===== src/common/vrct_regs.svh =====
`ifndef VRCT_REGS_SVH
`define VRCT_REGS_SVH
// ==========================================
// Timing
`define VRCT_CLK_NS          50
`define VRCT_MS_NS           1000000
`define VRCT_START_MS        1000
`define VRCT_DIR_MS          10
`define VRCT_CI_MS           10
`define VRCT_SUSP_MS         250
`define VRCT_RESUME_MS       250
`define VRCT_SETFREE_MS      250
`define VRCT_RELEASE_MS      50
`define VRCT_DIRWR_HC_MS     250
`define VRCT_DIRWR_XC_MS     500
`define VRCT_CIWR_MS         250
`define VRCT_AVG_SINGLE_MS   100
`define VRCT_AVG_MULTI_MS    150
`define VRCT_PEAK_MS         750
`define VRCT_SMALL_READ_MS   20
`define VRCT_WINDOW          8
// ==========================================
// Register offsets
`define VRCT_CTRL_OFS        8'h00
`define VRCT_STATUS_OFS      8'h04
`define VRCT_SLOTS_OFS       8'h08
`define VRCT_FATSUM_OFS      8'h0C
`define VRCT_SREAD_OFS       8'h10
`define VRCT_SUREAD_OFS      8'h14
`define VRCT_SUWRITE_OFS     8'h18
// ==========================================
// Fields and reset values
`define VRCT_CTRL_LARGE      0
`define VRCT_CTRL_MODE_LSB   1
`define VRCT_CTRL_CLASS_LSB  5
`define VRCT_CTRL_CLEAR      8
`define VRCT_CTRL_RST        8'h00
`define VRCT_ST_MULTI        0
`define VRCT_ST_STARTED      1
`define VRCT_ST_AVG_VIOL     2
`define VRCT_ST_PEAK_VIOL    3
`define VRCT_ST_READ_VIOL    4
`define VRCT_ST_PR_OK        5
`define VRCT_ST_APPLIES      6
`define VRCT_ST_MODE_OK      7
`define VRCT_ST_BUSY         8
`define VRCT_ST_SUPP_LSB     16
`endif


===== src/common/vrct_pkg.sv =====
package vrct_pkg;
	typedef enum logic [3:0] {
		VRCT_SF_START   = 4'h0,
		VRCT_SF_DIR     = 4'h1,
		VRCT_SF_CI      = 4'h4,
		VRCT_SF_SUSPEND = 4'h5,
		VRCT_SF_RESUME  = 4'h6,
		VRCT_SF_SETFREE = 4'h7,
		VRCT_SF_RELEASE = 4'h8
	} vrct_subfn_e;
	typedef enum logic [3:0] {
		VRCT_BM_DS     = 4'h0,
		VRCT_BM_SDR12  = 4'h1,
		VRCT_BM_HS     = 4'h2,
		VRCT_BM_SDR25  = 4'h3,
		VRCT_BM_SDR50  = 4'h4,
		VRCT_BM_DDR50  = 4'h5,
		VRCT_BM_SDR104 = 4'h6,
		VRCT_BM_FD     = 4'h7,
		VRCT_BM_HD     = 4'h8
	} vrct_bus_e;
	typedef enum logic [2:0] {
		VRCT_CL_NONE = 3'h0,
		VRCT_CL_6    = 3'h1,
		VRCT_CL_10   = 3'h2,
		VRCT_CL_30   = 3'h3,
		VRCT_CL_60   = 3'h4,
		VRCT_CL_90   = 3'h5
	} vrct_class_e;
	typedef enum logic [1:0] {
		VRCT_IDLE   = 2'b00,
		VRCT_CMD    = 2'b01,
		VRCT_WAITWR = 2'b11,
		VRCT_TBLWR  = 2'b10
	} vrct_state_e;
	typedef logic [10:0] vrct_ms_t;
endpackage


===== src/hw/vrct_core.sv =====
`timescale 1ns/1ps
`include "vrct_regs.svh"
// Behaviour
// - Read performance not below write performance
// - Sub-unit reads back-to-back only, worst counts
// - Small table read finishes within 20ms
// - Each subfunction busy stays under its limit
// - Table write after update bounded 250/500ms
// - Only set-free busy counts toward write time
// - Claimed class implies every lower class
// - Class met in its mandatory bus modes
// - Default and SDR12 modes carry no guarantee
// - Single-slot average table write at most 100ms
// - Multi-slot average table write at most 150ms
// - No table write busy beyond 750ms
// - One peak write per eight updates
// - Average slides over last eight, all slots
// - Reset single-slot; mode set at start
// - New slot needs another start to apply
// - Only slot one keeps single-slot mode
// - Any slot two..eight gives multi-slot mode
// - Eight directory slots open at once
// - Function command always implemented
// - Code 0000b starts recording, cleans up
// - Decode directory, info, suspend, resume, set-free
// - Assigned slot update answers with error, except slot one or any slot in multi mode after a start
// - Start needs class flag; other fields reserved
module vrct_core #(
	parameter int unsigned TICK_CYCLES = `VRCT_MS_NS / `VRCT_CLK_NS
) (
	// Clock and reset
	input  wire logic                 clk_in,
	input  wire logic                 arst_n_in,
	// Command path
	input  wire logic                 cmd_valid_in,
	input  wire vrct_pkg::vrct_subfn_e cmd_subfn_in,
	input  wire logic                 cmd_rcflag_in,
	input  wire logic [2:0]           cmd_slot_in,
	input  wire logic                 work_done_in,
	input  wire logic                 wr_prog_start_in,
	input  wire logic                 wr_prog_done_in,
	// Measurement events
	input  wire logic                 su_read_start_in,
	input  wire logic                 su_read_done_in,
	input  wire logic                 su_write_start_in,
	input  wire logic                 su_write_done_in,
	input  wire logic                 other_cmd_in,
	input  wire logic                 fs_read_start_in,
	input  wire logic                 fs_read_done_in,
	// Card answers
	output logic                      resp_valid_out,
	output logic                      resp_error_out,
	output logic                      busy_out,
	output logic                      multi_slot_out,
	output logic                      gc_start_out,
	// AXI4-Lite slave
	input  wire logic                 s_axi_awvalid,
	output logic                      s_axi_awready,
	input  wire logic [7:0]           s_axi_awaddr,
	input  wire logic                 s_axi_wvalid,
	output logic                      s_axi_wready,
	input  wire logic [31:0]          s_axi_wdata,
	input  wire logic [3:0]           s_axi_wstrb,
	output logic                      s_axi_bvalid,
	input  wire logic                 s_axi_bready,
	output logic [1:0]                s_axi_bresp,
	input  wire logic                 s_axi_arvalid,
	output logic                      s_axi_arready,
	input  wire logic [7:0]           s_axi_araddr,
	output logic                      s_axi_rvalid,
	input  wire logic                 s_axi_rready,
	output logic [31:0]               s_axi_rdata,
	output logic [1:0]                s_axi_rresp
);
	import vrct_pkg::*;

	localparam logic [31:0] SMALL_READ_CYC = 32'(`VRCT_SMALL_READ_MS * TICK_CYCLES);
	localparam logic [31:0] TICK_LAST      = 32'(TICK_CYCLES - 1);

	// ==========================================
	// Register file
	logic [7:0]  ctrl_ff;
	logic        clear_ff;
	logic [7:0]  awaddr_ff;
	logic [31:0] wdata_ff;
	logic [3:0]  wstrb_ff;
	logic        aw_got_ff;
	logic        w_got_ff;
	logic        wr_en;
	logic [31:0] rd_mux;
	logic        rd_hit;
	logic [31:0] status;

	assign wr_en = aw_got_ff && w_got_ff && !s_axi_bvalid;

	always_ff @(posedge clk_in or negedge arst_n_in) begin
		if (!arst_n_in) begin
			s_axi_awready <= 1'b1;
			s_axi_wready  <= 1'b1;
			s_axi_bvalid  <= 1'b0;
			s_axi_bresp   <= 2'b00;
			aw_got_ff     <= 1'b0;
			w_got_ff      <= 1'b0;
			awaddr_ff     <= 8'h00;
			wdata_ff      <= 32'h00000000;
			wstrb_ff      <= 4'h0;
		end else begin
			if (s_axi_awvalid && s_axi_awready) begin
				awaddr_ff     <= s_axi_awaddr;
				aw_got_ff     <= 1'b1;
				s_axi_awready <= 1'b0;
			end
			if (s_axi_wvalid && s_axi_wready) begin
				wdata_ff     <= s_axi_wdata;
				wstrb_ff     <= s_axi_wstrb;
				w_got_ff     <= 1'b1;
				s_axi_wready <= 1'b0;
			end
			if (wr_en) begin
				s_axi_bvalid <= 1'b1;
				s_axi_bresp  <= (awaddr_ff == `VRCT_CTRL_OFS) ? 2'b00 : 2'b10;
				aw_got_ff    <= 1'b0;
				w_got_ff     <= 1'b0;
			end
			if (s_axi_bvalid && s_axi_bready) begin
				s_axi_bvalid  <= 1'b0;
				s_axi_awready <= 1'b1;
				s_axi_wready  <= 1'b1;
			end
		end
	end

	// Clear is a one-cycle pulse so sticky flags can re-arm at once
	always_ff @(posedge clk_in or negedge arst_n_in) begin
		if (!arst_n_in) begin
			ctrl_ff  <= `VRCT_CTRL_RST;
			clear_ff <= 1'b0;
		end else begin
			clear_ff <= wr_en && (awaddr_ff == `VRCT_CTRL_OFS) && wstrb_ff[1] && wdata_ff[`VRCT_CTRL_CLEAR];
			if (wr_en && (awaddr_ff == `VRCT_CTRL_OFS) && wstrb_ff[0]) begin
				ctrl_ff <= wdata_ff[7:0];
			end
		end
	end

	// ==========================================
	// Bus mode and class support
	vrct_bus_e   bus_mode;
	vrct_class_e rc_class;
	vrct_bus_e   min_mode;
	logic        class_applies;
	logic        mode_ok;
	logic [4:0]  supp_mask;

	assign bus_mode      = vrct_bus_e'(ctrl_ff[`VRCT_CTRL_MODE_LSB +: 4]);
	assign rc_class      = vrct_class_e'(ctrl_ff[`VRCT_CTRL_CLASS_LSB +: 3]);
	assign class_applies = (bus_mode != VRCT_BM_DS) && (bus_mode != VRCT_BM_SDR12);

	always_comb begin
		min_mode = VRCT_BM_HS;
		if (rc_class == VRCT_CL_30) begin
			min_mode = VRCT_BM_SDR50;
		end else if (rc_class == VRCT_CL_60 || rc_class == VRCT_CL_90) begin
			min_mode = VRCT_BM_FD;
		end
	end
	// SDR25 sits below SDR50 in the code order, so no hole for class 30
	assign mode_ok = class_applies && (bus_mode >= min_mode) && (bus_mode <= VRCT_BM_HD);

	genvar gi;
	generate
		for (gi = 0; gi < 5; gi++) begin : g_supp
			assign supp_mask[gi] = (3'(gi + 1) <= rc_class);
		end
	endgenerate

	// ==========================================
	// Command decode and busy sequencing
	vrct_state_e state_ff;
	vrct_state_e nxt_state;
	vrct_subfn_e op_ff;
	vrct_ms_t    limit_ff;
	vrct_ms_t    ms_ff;
	logic [31:0] tick_ff;
	logic        assoc_ci_ff;
	logic [7:0]  slot_ff;
	logic        started_ff;
	logic        accept;
	logic        op_end;
	logic        dir_err;

	function automatic vrct_ms_t busy_limit(input vrct_subfn_e sf);
		unique case (sf)
			VRCT_SF_START:   busy_limit = vrct_ms_t'(`VRCT_START_MS);
			VRCT_SF_DIR:     busy_limit = vrct_ms_t'(`VRCT_DIR_MS);
			VRCT_SF_CI:      busy_limit = vrct_ms_t'(`VRCT_CI_MS);
			VRCT_SF_SUSPEND: busy_limit = vrct_ms_t'(`VRCT_SUSP_MS);
			VRCT_SF_RESUME:  busy_limit = vrct_ms_t'(`VRCT_RESUME_MS);
			VRCT_SF_SETFREE: busy_limit = vrct_ms_t'(`VRCT_SETFREE_MS);
			VRCT_SF_RELEASE: busy_limit = vrct_ms_t'(`VRCT_RELEASE_MS);
			default:         busy_limit = vrct_ms_t'(1);
		endcase
	endfunction

	// Only class-flagged commands act; legacy use is answered and ignored
	assign accept = cmd_valid_in && cmd_rcflag_in && (state_ff == VRCT_IDLE || state_ff == VRCT_WAITWR);
	assign op_end = work_done_in || (ms_ff >= limit_ff);
	// After a start, reassigning is legal: slot 1 in single mode, any slot in multi mode
	assign dir_err = slot_ff[cmd_slot_in] &&
		!(started_ff && (multi_slot_out || cmd_slot_in == 3'd0));

	always_comb begin
		nxt_state = state_ff;
		unique case (state_ff)
			VRCT_IDLE: begin
				if (accept) begin
					nxt_state = VRCT_CMD;
				end
			end
			VRCT_CMD: begin
				if (op_end) begin
					nxt_state = (op_ff == VRCT_SF_DIR || op_ff == VRCT_SF_CI) ? VRCT_WAITWR : VRCT_IDLE;
				end
			end
			VRCT_WAITWR: begin
				if (accept) begin
					nxt_state = VRCT_CMD;
				end else if (wr_prog_start_in) begin
					nxt_state = VRCT_TBLWR;
				end
			end
			VRCT_TBLWR: begin
				if (wr_prog_done_in || ms_ff >= limit_ff) begin
					nxt_state = VRCT_IDLE;
				end
			end
		endcase
	end

	always_ff @(posedge clk_in or negedge arst_n_in) begin
		if (!arst_n_in) begin
			state_ff    <= VRCT_IDLE;
			op_ff       <= VRCT_SF_START;
			limit_ff    <= vrct_ms_t'(0);
			assoc_ci_ff <= 1'b0;
			busy_out    <= 1'b0;
		end else begin
			state_ff <= nxt_state;
			busy_out <= (nxt_state == VRCT_CMD) || (nxt_state == VRCT_TBLWR);
			if (accept) begin
				op_ff       <= cmd_subfn_in;
				limit_ff    <= busy_limit(cmd_subfn_in);
				assoc_ci_ff <= (cmd_subfn_in == VRCT_SF_CI);
			end else if (state_ff == VRCT_WAITWR && wr_prog_start_in) begin
				limit_ff <= assoc_ci_ff ? vrct_ms_t'(`VRCT_CIWR_MS) :
					ctrl_ff[`VRCT_CTRL_LARGE] ? vrct_ms_t'(`VRCT_DIRWR_XC_MS) : vrct_ms_t'(`VRCT_DIRWR_HC_MS);
			end
		end
	end

	// Millisecond timebase restarts at every new busy phase
	always_ff @(posedge clk_in or negedge arst_n_in) begin
		if (!arst_n_in) begin
			tick_ff <= 32'h00000000;
			ms_ff   <= vrct_ms_t'(0);
		end else if (accept || (state_ff == VRCT_WAITWR && wr_prog_start_in)) begin
			tick_ff <= 32'h00000000;
			ms_ff   <= vrct_ms_t'(0);
		end else if (tick_ff == TICK_LAST) begin
			tick_ff <= 32'h00000000;
			ms_ff   <= ms_ff + vrct_ms_t'(1);
		end else begin
			tick_ff <= tick_ff + 32'h00000001;
		end
	end

	// Slot vector and slot mode
	always_ff @(posedge clk_in or negedge arst_n_in) begin
		if (!arst_n_in) begin
			slot_ff        <= 8'h00;
			started_ff     <= 1'b0;
			multi_slot_out <= 1'b0;
			resp_valid_out <= 1'b0;
			resp_error_out <= 1'b0;
			gc_start_out   <= 1'b0;
		end else begin
			resp_valid_out <= cmd_valid_in && (state_ff == VRCT_IDLE || state_ff == VRCT_WAITWR);
			resp_error_out <= accept && (cmd_subfn_in == VRCT_SF_DIR) && dir_err;
			gc_start_out   <= accept && (cmd_subfn_in == VRCT_SF_START);
			if (accept) begin
				unique case (cmd_subfn_in)
					VRCT_SF_START: begin
						started_ff     <= 1'b1;
						multi_slot_out <= |slot_ff[7:1];
					end
					VRCT_SF_DIR: begin
						if (!dir_err) begin
							slot_ff[cmd_slot_in] <= 1'b1;
						end
					end
					VRCT_SF_RELEASE: slot_ff[cmd_slot_in] <= 1'b0;
					VRCT_SF_SUSPEND: slot_ff <= 8'h00;
					default: ;
				endcase
			end
		end
	end

	// ==========================================
	// Table write time window
	vrct_ms_t    dur_ff [`VRCT_WINDOW];
	logic [7:0]  peak_hit;
	logic [13:0] win_sum;
	logic [13:0] avg_thresh;
	logic        tbl_done;
	logic        avg_viol_ff;
	logic        peak_viol_ff;

	assign tbl_done = (state_ff == VRCT_TBLWR) && (nxt_state == VRCT_IDLE);

	// Shared window across all slots, newest entry at index 0
	generate
		for (gi = 0; gi < `VRCT_WINDOW; gi++) begin : g_win
			always_ff @(posedge clk_in or negedge arst_n_in) begin
				if (!arst_n_in) begin
					dur_ff[gi] <= vrct_ms_t'(0);
				end else if (tbl_done) begin
					dur_ff[gi] <= (gi == 0) ? ms_ff : dur_ff[(gi == 0) ? 0 : gi - 1];
				end
			end
			assign peak_hit[gi] = (dur_ff[gi] >= vrct_ms_t'(`VRCT_PEAK_MS));
		end
	endgenerate

	always_comb begin
		win_sum = 14'h0000;
		for (int i = 0; i < `VRCT_WINDOW; i++) begin
			win_sum = win_sum + 14'(dur_ff[i]);
		end
	end
	assign avg_thresh = multi_slot_out ? 14'(`VRCT_AVG_MULTI_MS * `VRCT_WINDOW) :
		14'(`VRCT_AVG_SINGLE_MS * `VRCT_WINDOW);

	// Hardware set wins over a clear in the same cycle
	always_ff @(posedge clk_in or negedge arst_n_in) begin
		if (!arst_n_in) begin
			avg_viol_ff  <= 1'b0;
			peak_viol_ff <= 1'b0;
		end else begin
			avg_viol_ff  <= (win_sum > avg_thresh) || (avg_viol_ff && !clear_ff);
			peak_viol_ff <= ($countones(peak_hit) > 1) || (peak_viol_ff && !clear_ff);
		end
	end

	// ==========================================
	// Read and write performance measurement
	logic [31:0] fsr_cnt_ff, fsr_worst_ff;
	logic        fsr_act_ff, read_viol_ff;
	logic [31:0] sur_cnt_ff, sur_worst_ff, suw_cnt_ff, suw_worst_ff;
	logic        sur_act_ff, sur_ok_ff, suw_act_ff;
	logic        other_busy, setfree_busy;

	assign setfree_busy = (state_ff == VRCT_CMD) && (op_ff == VRCT_SF_SETFREE);
	assign other_busy   = busy_out && !setfree_busy;

	always_ff @(posedge clk_in or negedge arst_n_in) begin
		if (!arst_n_in) begin
			fsr_cnt_ff   <= 32'h00000000;
			fsr_worst_ff <= 32'h00000000;
			fsr_act_ff   <= 1'b0;
			read_viol_ff <= 1'b0;
		end else begin
			read_viol_ff <= (fs_read_done_in && fsr_act_ff && fsr_cnt_ff > SMALL_READ_CYC) ||
				(read_viol_ff && !clear_ff);
			if (fs_read_start_in) begin
				fsr_act_ff <= 1'b1;
				fsr_cnt_ff <= 32'h00000000;
			end else if (fs_read_done_in && fsr_act_ff) begin
				fsr_act_ff <= 1'b0;
				if (fsr_cnt_ff > fsr_worst_ff) begin
					fsr_worst_ff <= fsr_cnt_ff;
				end
			end else if (fsr_act_ff) begin
				fsr_cnt_ff <= fsr_cnt_ff + 32'h00000001;
			end
		end
	end

	// Interleaved commands spoil the running sub-unit read
	always_ff @(posedge clk_in or negedge arst_n_in) begin
		if (!arst_n_in) begin
			sur_cnt_ff   <= 32'h00000000;
			sur_worst_ff <= 32'h00000000;
			sur_act_ff   <= 1'b0;
			sur_ok_ff    <= 1'b0;
		end else begin
			if (su_read_start_in) begin
				sur_act_ff <= 1'b1;
				sur_ok_ff  <= 1'b1;
				sur_cnt_ff <= 32'h00000000;
			end else if (su_read_done_in && sur_act_ff) begin
				sur_act_ff <= 1'b0;
				if (sur_ok_ff && sur_cnt_ff > sur_worst_ff) begin
					sur_worst_ff <= sur_cnt_ff;
				end
			end else if (sur_act_ff) begin
				sur_cnt_ff <= sur_cnt_ff + 32'h00000001;
				if (other_cmd_in) begin
					sur_ok_ff <= 1'b0;
				end
			end
		end
	end

	always_ff @(posedge clk_in or negedge arst_n_in) begin
		if (!arst_n_in) begin
			suw_cnt_ff   <= 32'h00000000;
			suw_worst_ff <= 32'h00000000;
			suw_act_ff   <= 1'b0;
		end else begin
			if (su_write_start_in) begin
				suw_act_ff <= 1'b1;
			end else if (su_write_done_in && suw_act_ff) begin
				suw_act_ff <= 1'b0;
				suw_cnt_ff <= 32'h00000000;
				if (suw_cnt_ff > suw_worst_ff) begin
					suw_worst_ff <= suw_cnt_ff;
				end
			end else if ((suw_act_ff && !other_busy) || setfree_busy) begin
				suw_cnt_ff <= suw_cnt_ff + 32'h00000001;
			end
		end
	end

	// ==========================================
	// Read channel
	assign status = {11'h000, supp_mask, 7'h00, busy_out, mode_ok, class_applies,
		(sur_worst_ff <= suw_worst_ff), read_viol_ff, peak_viol_ff, avg_viol_ff, started_ff, multi_slot_out};

	always_comb begin
		rd_hit = 1'b1;
		unique case (s_axi_araddr)
			`VRCT_CTRL_OFS:    rd_mux = {24'h000000, ctrl_ff};
			`VRCT_STATUS_OFS:  rd_mux = status;
			`VRCT_SLOTS_OFS:   rd_mux = {24'h000000, slot_ff};
			`VRCT_FATSUM_OFS:  rd_mux = {18'h00000, win_sum};
			`VRCT_SREAD_OFS:   rd_mux = fsr_worst_ff;
			`VRCT_SUREAD_OFS:  rd_mux = sur_worst_ff;
			`VRCT_SUWRITE_OFS: rd_mux = suw_worst_ff;
			default: begin
				rd_mux = 32'h00000000;
				rd_hit = 1'b0;
			end
		endcase
	end

	always_ff @(posedge clk_in or negedge arst_n_in) begin
		if (!arst_n_in) begin
			s_axi_arready <= 1'b1;
			s_axi_rvalid  <= 1'b0;
			s_axi_rdata   <= 32'h00000000;
			s_axi_rresp   <= 2'b00;
		end else if (s_axi_arvalid && s_axi_arready) begin
			s_axi_arready <= 1'b0;
			s_axi_rvalid  <= 1'b1;
			s_axi_rdata   <= rd_mux;
			s_axi_rresp   <= rd_hit ? 2'b00 : 2'b10;
		end else if (s_axi_rvalid && s_axi_rready) begin
			s_axi_rvalid  <= 1'b0;
			s_axi_arready <= 1'b1;
		end
	end
endmodule


===== config.mk =====
export PLATFORM = sky130hd
export DESIGN_NAME = vrct_core
export DESIGN_NICKNAME = d
export VERILOG_FILES = /design/src/common/vrct_pkg.sv /design/src/hw/vrct_core.sv
export VERILOG_INCLUDE_DIRS = /design/src /design/src/common
export SDC_FILE = /design/constraint.sdc
export NUM_CORES = 1
export LEC_CHECK = 0
export ABC_AREA = 1
export BUFFER_PORTS_ARGS = -buffer_cell sky130_fd_sc_hd__buf_2
export CAP_MARGIN = 20
export CORE_ASPECT_RATIO = 1.75
export CORE_MARGIN = 2
export CORE_UTILIZATION = 46
export CTS_BUF_LIST = sky130_fd_sc_hd__clkbuf_2
export DETAILED_ROUTE_END_ITERATION = 16
export GPL_ROUTABILITY_DRIVEN = 0
export SLEW_MARGIN = 10
export SYNTH_ARGS = -nofsm -noshare
export SYNTH_HDL_FRONTEND = slang
export SYNTH_SLANG_ARGS = --single-unit
export TNS_END_PERCENT = 30

===== constraint.sdc =====
create_clock -name clk_in -period 5.9 [get_ports clk_in]
set_clock_uncertainty 0.2 [all_clocks]
set_input_delay 1.18 -clock clk_in [delete_from_list [all_inputs] [get_ports clk_in]]
set_output_delay 1.18 -clock clk_in [all_outputs]
set_load 0.005 [all_outputs]

# Word-level counts from Yosys, hierarchy flattened
# Cells that the tools add are included.
# word_totals
output_inout_bits	46
ff_bits	433
# op_classes
n_addsub	19
mux	61
n_reduce_logical	89
n_eq_ne	28
magnitude_cmp	25
bitwise_logic	6
# ops
cell	count
2-to-1 mux 32 bit	10
one-hot mux 32 bit (7 select lines)	1
adder 32 x 1 -> 32 bit, second input constant	4
greater-than comparator 32 bit	3
greater-or-equal comparator 11 x 10 -> 1 bit, second input constant	8
adder 14 x 11 -> 14 bit	4
2-to-1 mux 11 bit	5
one-hot mux 10 bit (4 select lines)	1
logical AND 1 bit	36
== test 32 x 15 -> 1 bit, second input constant	1
greater-than comparator 32 x 19 -> 1 bit, second input constant	1
<= comparator 32 bit	1
nonzero test 2 bit	15
2-to-1 mux 1 bit	27
== test 4 x 3 -> 1 bit, second input constant	6
== test 8 x 5 -> 1 bit, second input constant	3
one-hot mux 8 bit (3 select lines)	1
2-to-1 mux 9 bit	2
== test 8 x 4 -> 1 bit, second input constant	2
logical NOT 8 bit	2
2-to-1 mux 2 bit	8
AND reduction 3 bit	5
adder 13 x 11 -> 14 bit	1
greater-than comparator 14 x 11 -> 1 bit	1
other kinds (45)	80

# Logic depth before layout (Yosys ltp)
# depth
word_depth	9
ltp_mapped	26
ltp_nobuf	26

# Least setup slack after synthesis
# No wires, ideal clock.
# synth_path
path_type	flip-flop to flip-flop
from	register dur_ff[2] (netlist name)
to	register avg_viol_ff
stages_incl_launch_ff	23
setup_slack_ps	1209
arrival_ps	4366
setup_ps	125
path_cell_list	dfrtp_1 inv_1 fa_1 inv_1 fa_1 fa_1 fa_1 ha_1 inv_1 fa_1 inv_1 nand3_1 nand2_1 nand4_1 nand2_1 xor2_1 ha_1 nor3b_1 nand3_1 nor2_1 nand2_1 nand2_1 nand2_1
# synth_via
elab_chain_cells	3
# synth_rtl
element	line_no	text
from (decl)	vrct_core.sv:311	vrct_ms_t dur_ff [`VRCT_WINDOW];
from (signal, indexed assignment)	vrct_core.sv:326	dur_ff[gi] <= vrct_ms_t'(0);
from (signal, indexed assignment)	vrct_core.sv:328	dur_ff[gi] <= (gi == 0) ? ms_ff : dur_ff[(gi == 0) ? 0 : gi - 1];
adder 14 x 11 -> 14 bit	vrct_core.sv:338	win_sum = win_sum + 14'(dur_ff[i]);
greater-than comparator 14 x 11 -> 1 bit	vrct_core.sv:350	avg_viol_ff <= (win_sum > avg_thresh) || (avg_viol_ff && !clear_ff);
logical OR 1 bit	vrct_core.sv:350	
to (signal assigned)	vrct_core.sv:350	
to (decl)	vrct_core.sv:316	logic avg_viol_ff;
# Every way passes these cells.
# A chain may end at the register's enable or synchronous reset.

# Final worst setup path
# Ends and elaborated chain as after synthesis.

==> flow_summary.ini <==
[status]
outcome = completed

[job]
drv_cap = 0

[power]
vdd_ir_drop_max_uv = 841
power.density_mw_per_mm2 = 578
power.leakage_nw = 15.0

[clock_network]
cts.path.max_buffers = 3
cts.clk_slew.worst_paths_ns = 0.11
cts_root_buffer = clkbuf_2
cts_buffers = 105
cts_tree = done
htreeDepth = 3
cts.sinks = 429
cts_setup_buffers = 0
worstSkewPairLatency_ns = 1.18

[worst_hold_path]
hold_class = in -> reg
hold_depth = 2
hp-start = fs_read_start_in
hold_end = fsr_cnt_ff[5]

[floorplan]
fp.dieH_um = 326
core_area_mm2 = 0.0583
chipWidth_um = 188
die-area_mm2 = 0.0612
start_util = 0.467
rows = 117
io_pins = 124

[logic_synthesis]
synth_edf_count = 0
synth_top_area_share = 0.392
ys_ff_latch = 429
synth.largest_area_cell = dfrtp_1
synthFlopType = dfrtp_1
ys_seq_area_frac = 0.395
synthArstFlopShare = 1.00
yosys-top-cells-area = dfrtp_1 39%, nand2_1 12%, ha_1 8.0%, inv_1 7.1%, fa_1 5.1%
yosys_warnings = 0
synth_cells = 3478
syn_avg_cell_area_um2 = 7.82
netlist_area_mm2 = 0.0272
ys_types = 64

[timing]
tns_ns = 0
grt_setup_unrepaired = false
hold_violations = 0
min_period_over_period = 0.880
clock.fmax_mhz = 193
final.min_clock_period_ns = 5.19
slew_violations = 0
worstMarginPinSlew_ns = 0.894
setup_viol = 0
relSlewSlack = 0.402

[finish]
final_area_mm2 = 0.0297
regArea_mm2 = 0.0107
n_fill_cell = 5827
multi_input_area_mm2 = 0.0140
final_net_count = 3960
drive_gt1_frac = 0.0993
syn_to_final_growth_pct = 9.17

[placement]
portBuffers = 96
hpwl_um = 57000
dpl_cell_area_mm2 = 0.0284

[global_routing]
use_met1 = 0.292
grt_util_met3 = 0.0387
grt_pass1_wl_um = 124000
met2_usage = 0.452
grt_max_degree = 145
antenna_found_initial = 2
grt_usage = 0.253
busiest_layer = met2
grt_pass1_vias = 24500
grt_overflow = 0

[worst_setup_path]
reg2reg_to = avg_viol_ff
r2r_setup_slack_ns = 0.71
reg2reg_depth = 22
critPathKind = reg -> reg
crit_path_end_kind = register
r2r-start = dur_ff[2]
cp_data_arrival_time_ns = 6.03
cp_max_fo = 4
cp_data_required_time_ns = 6.73
start_kind = register

[route]
routedWlPerCell_um = 16.9
vias = 23900
drtPass1Iterations = 6
route.antenna.remaining_nets = 0
drt_iter0_markers = 1392
wl_um = 75900
via_per_inst = 5.31
route.detailed.drc = 0
-- critical path, cell delays in order (launching register included) --
cell,delay (ns)
dfrtp_1,0.40
inv_1,0.07
fa_1,0.54
inv_1,0.06
fa_1,0.52
fa_1,0.54
fa_1,0.56
ha_1,0.21
inv_1,0.07
fa_1,0.39
inv_1,0.12
nand3_1,0.10
nand2_1,0.10
nand4_1,0.08
nand2_1,0.09
xor2_1,0.27
ha_1,0.20
nor3b_1,0.20
nand3_1,0.09
nor2_1,0.09
nand2_1,0.05
nand2_1,0.07
nand2_1,0.05
-- sequential cells by signal, indices dropped and copies added, names as in the netlist, 11 cells and up --
signal	flops
dur_ff	88
fsr_cnt_ff	32
fsr_worst_ff	32
s_axi_rdata	32
sur_cnt_ff	32
sur_worst_ff	32
suw_cnt_ff	32
suw_worst_ff	32
tick_ff	32
ms_ff	11
-- routing by layer --
| metal | routed length [µm] | share of wire |
|---|---|---|
| met1 | 30100 | 0.40 |
| met2 | 39000 | 0.51 |
| met3 | 3130 | 0.041 |
| met4 | 3680 | 0.049 |
| met5 | 0 | 0 |
-- Yosys cell counts (12+ instances only) --
| master | n |
|---|---|
| o21ai_0 | 226 |
| nand3_1 | 215 |
| nor3_1 | 75 |
| xor2_1 | 35 |
| nor4_1 | 25 |
| o22ai_1 | 41 |
| nand4_1 | 95 |
| ha_1 | 174 |
| nand2_2 | 19 |
| nor2_1 | 241 |
| clkbuf_1 | 48 |
| o21a_1 | 13 |
| fa_1 | 69 |
| nand2_1 | 878 |
| nor2_4 | 12 |
| nor2_2 | 14 |
| a21oi_1 | 172 |
| buf_2 | 25 |
| dfrtp_1 | 426 |
| buf_4 | 12 |
| inv_1 | 514 |
-- area by class of cell --
type                       instances  share of cell area
multi-input combinational       2427               0.472
clock buffer                     141              0.0238
timing repair buffer             147              0.0347
sequential                       429               0.362
clock inverter                    44             0.00780
antenna                            3            0.000253
inverter                         529              0.0669
tap                              773              0.0326
-- power by group --
group / switching (mW) / internal, mW
Combinational: 7.08 / 3.97
Sequential: 0.539 / 3.53
Clock: 1.30 / 0.746
Total: 8.92 / 8.25
-- metrics by stage --
stage	utilization	std cells	setup slack (ns)	hold WS [ns]	power (mW)
floorplan	-	3479	1.21	0.236	12.1
global placement	0.487	4271	0.803	0.253	14.9
detailed placement	0.487	4271	0.773	0.258	15.1
CTS	0.509	4488	0.694	0.00180	17.3
global route	0.510	4492	0.258	0.104	19.1
finish	0.510	4493	0.706	0.196	17.2
-- worst max-delay path by stage --
stage | from | endpoint | slack [ns] | cells past startpoint
6_report | dur_ff[2] | avg_viol_ff | 0.71 | 22
5_1_grt | dur_ff[2] | avg_viol_ff | 0.26 | 22
4_1_cts | dur_ff[2] | avg_viol_ff | 0.69 | 22
3_5_place_dp | dur_ff[2] | avg_viol_ff | 0.77 | 22
3_3_place_gp | dur_ff[2] | avg_viol_ff | 0.80 | 22
2_1_floorplan | dur_ff[2] | avg_viol_ff | 1.21 | 22
-- kinds of logic after synthesis --
family / synth area share
fa+ha+maj: 0.131
xor+xnor: 0.0148
other cells: 0.000138
simple gates: 0.264
buf+inv: 0.0899
flops: 0.395
compound gates: 0.105
mux: 0.000828
-- cells in the final DEF (no fill, tap or decap), types with 7 or more instances in the layout --
master / instances
a21oi_1: 172
clkbuf_2: 141
buf_4: 13
nand3_1: 215
clkinv_2: 11
o211ai_1: 7
buf_2: 95
fa_1: 69
dlygate4sd3_1: 32
nor3b_1: 9
o21ai_1: 7
nor2_4: 12
clkinv_1: 30
nand4_1: 95
nor3_1: 75
inv_1: 514
xor2_1: 35
nor2_1: 241
nand2_1: 877
nor2_2: 14
xnor2_1: 11
nor3_2: 7
dfrtp_1: 426
o21ai_0: 226
o31ai_1: 8
o21a_1: 13
o22ai_1: 41
a211oi_1: 8
nand2_2: 19
inv_2: 16
ha_1: 174
nor4_1: 25
-- timing repair --
item,CTS,global route
hold buffers,32,0
gates resized for setup,0,0
endpoints found under the hold margin,113,0
Note: power is estimated with default switching activity, not from simulation.
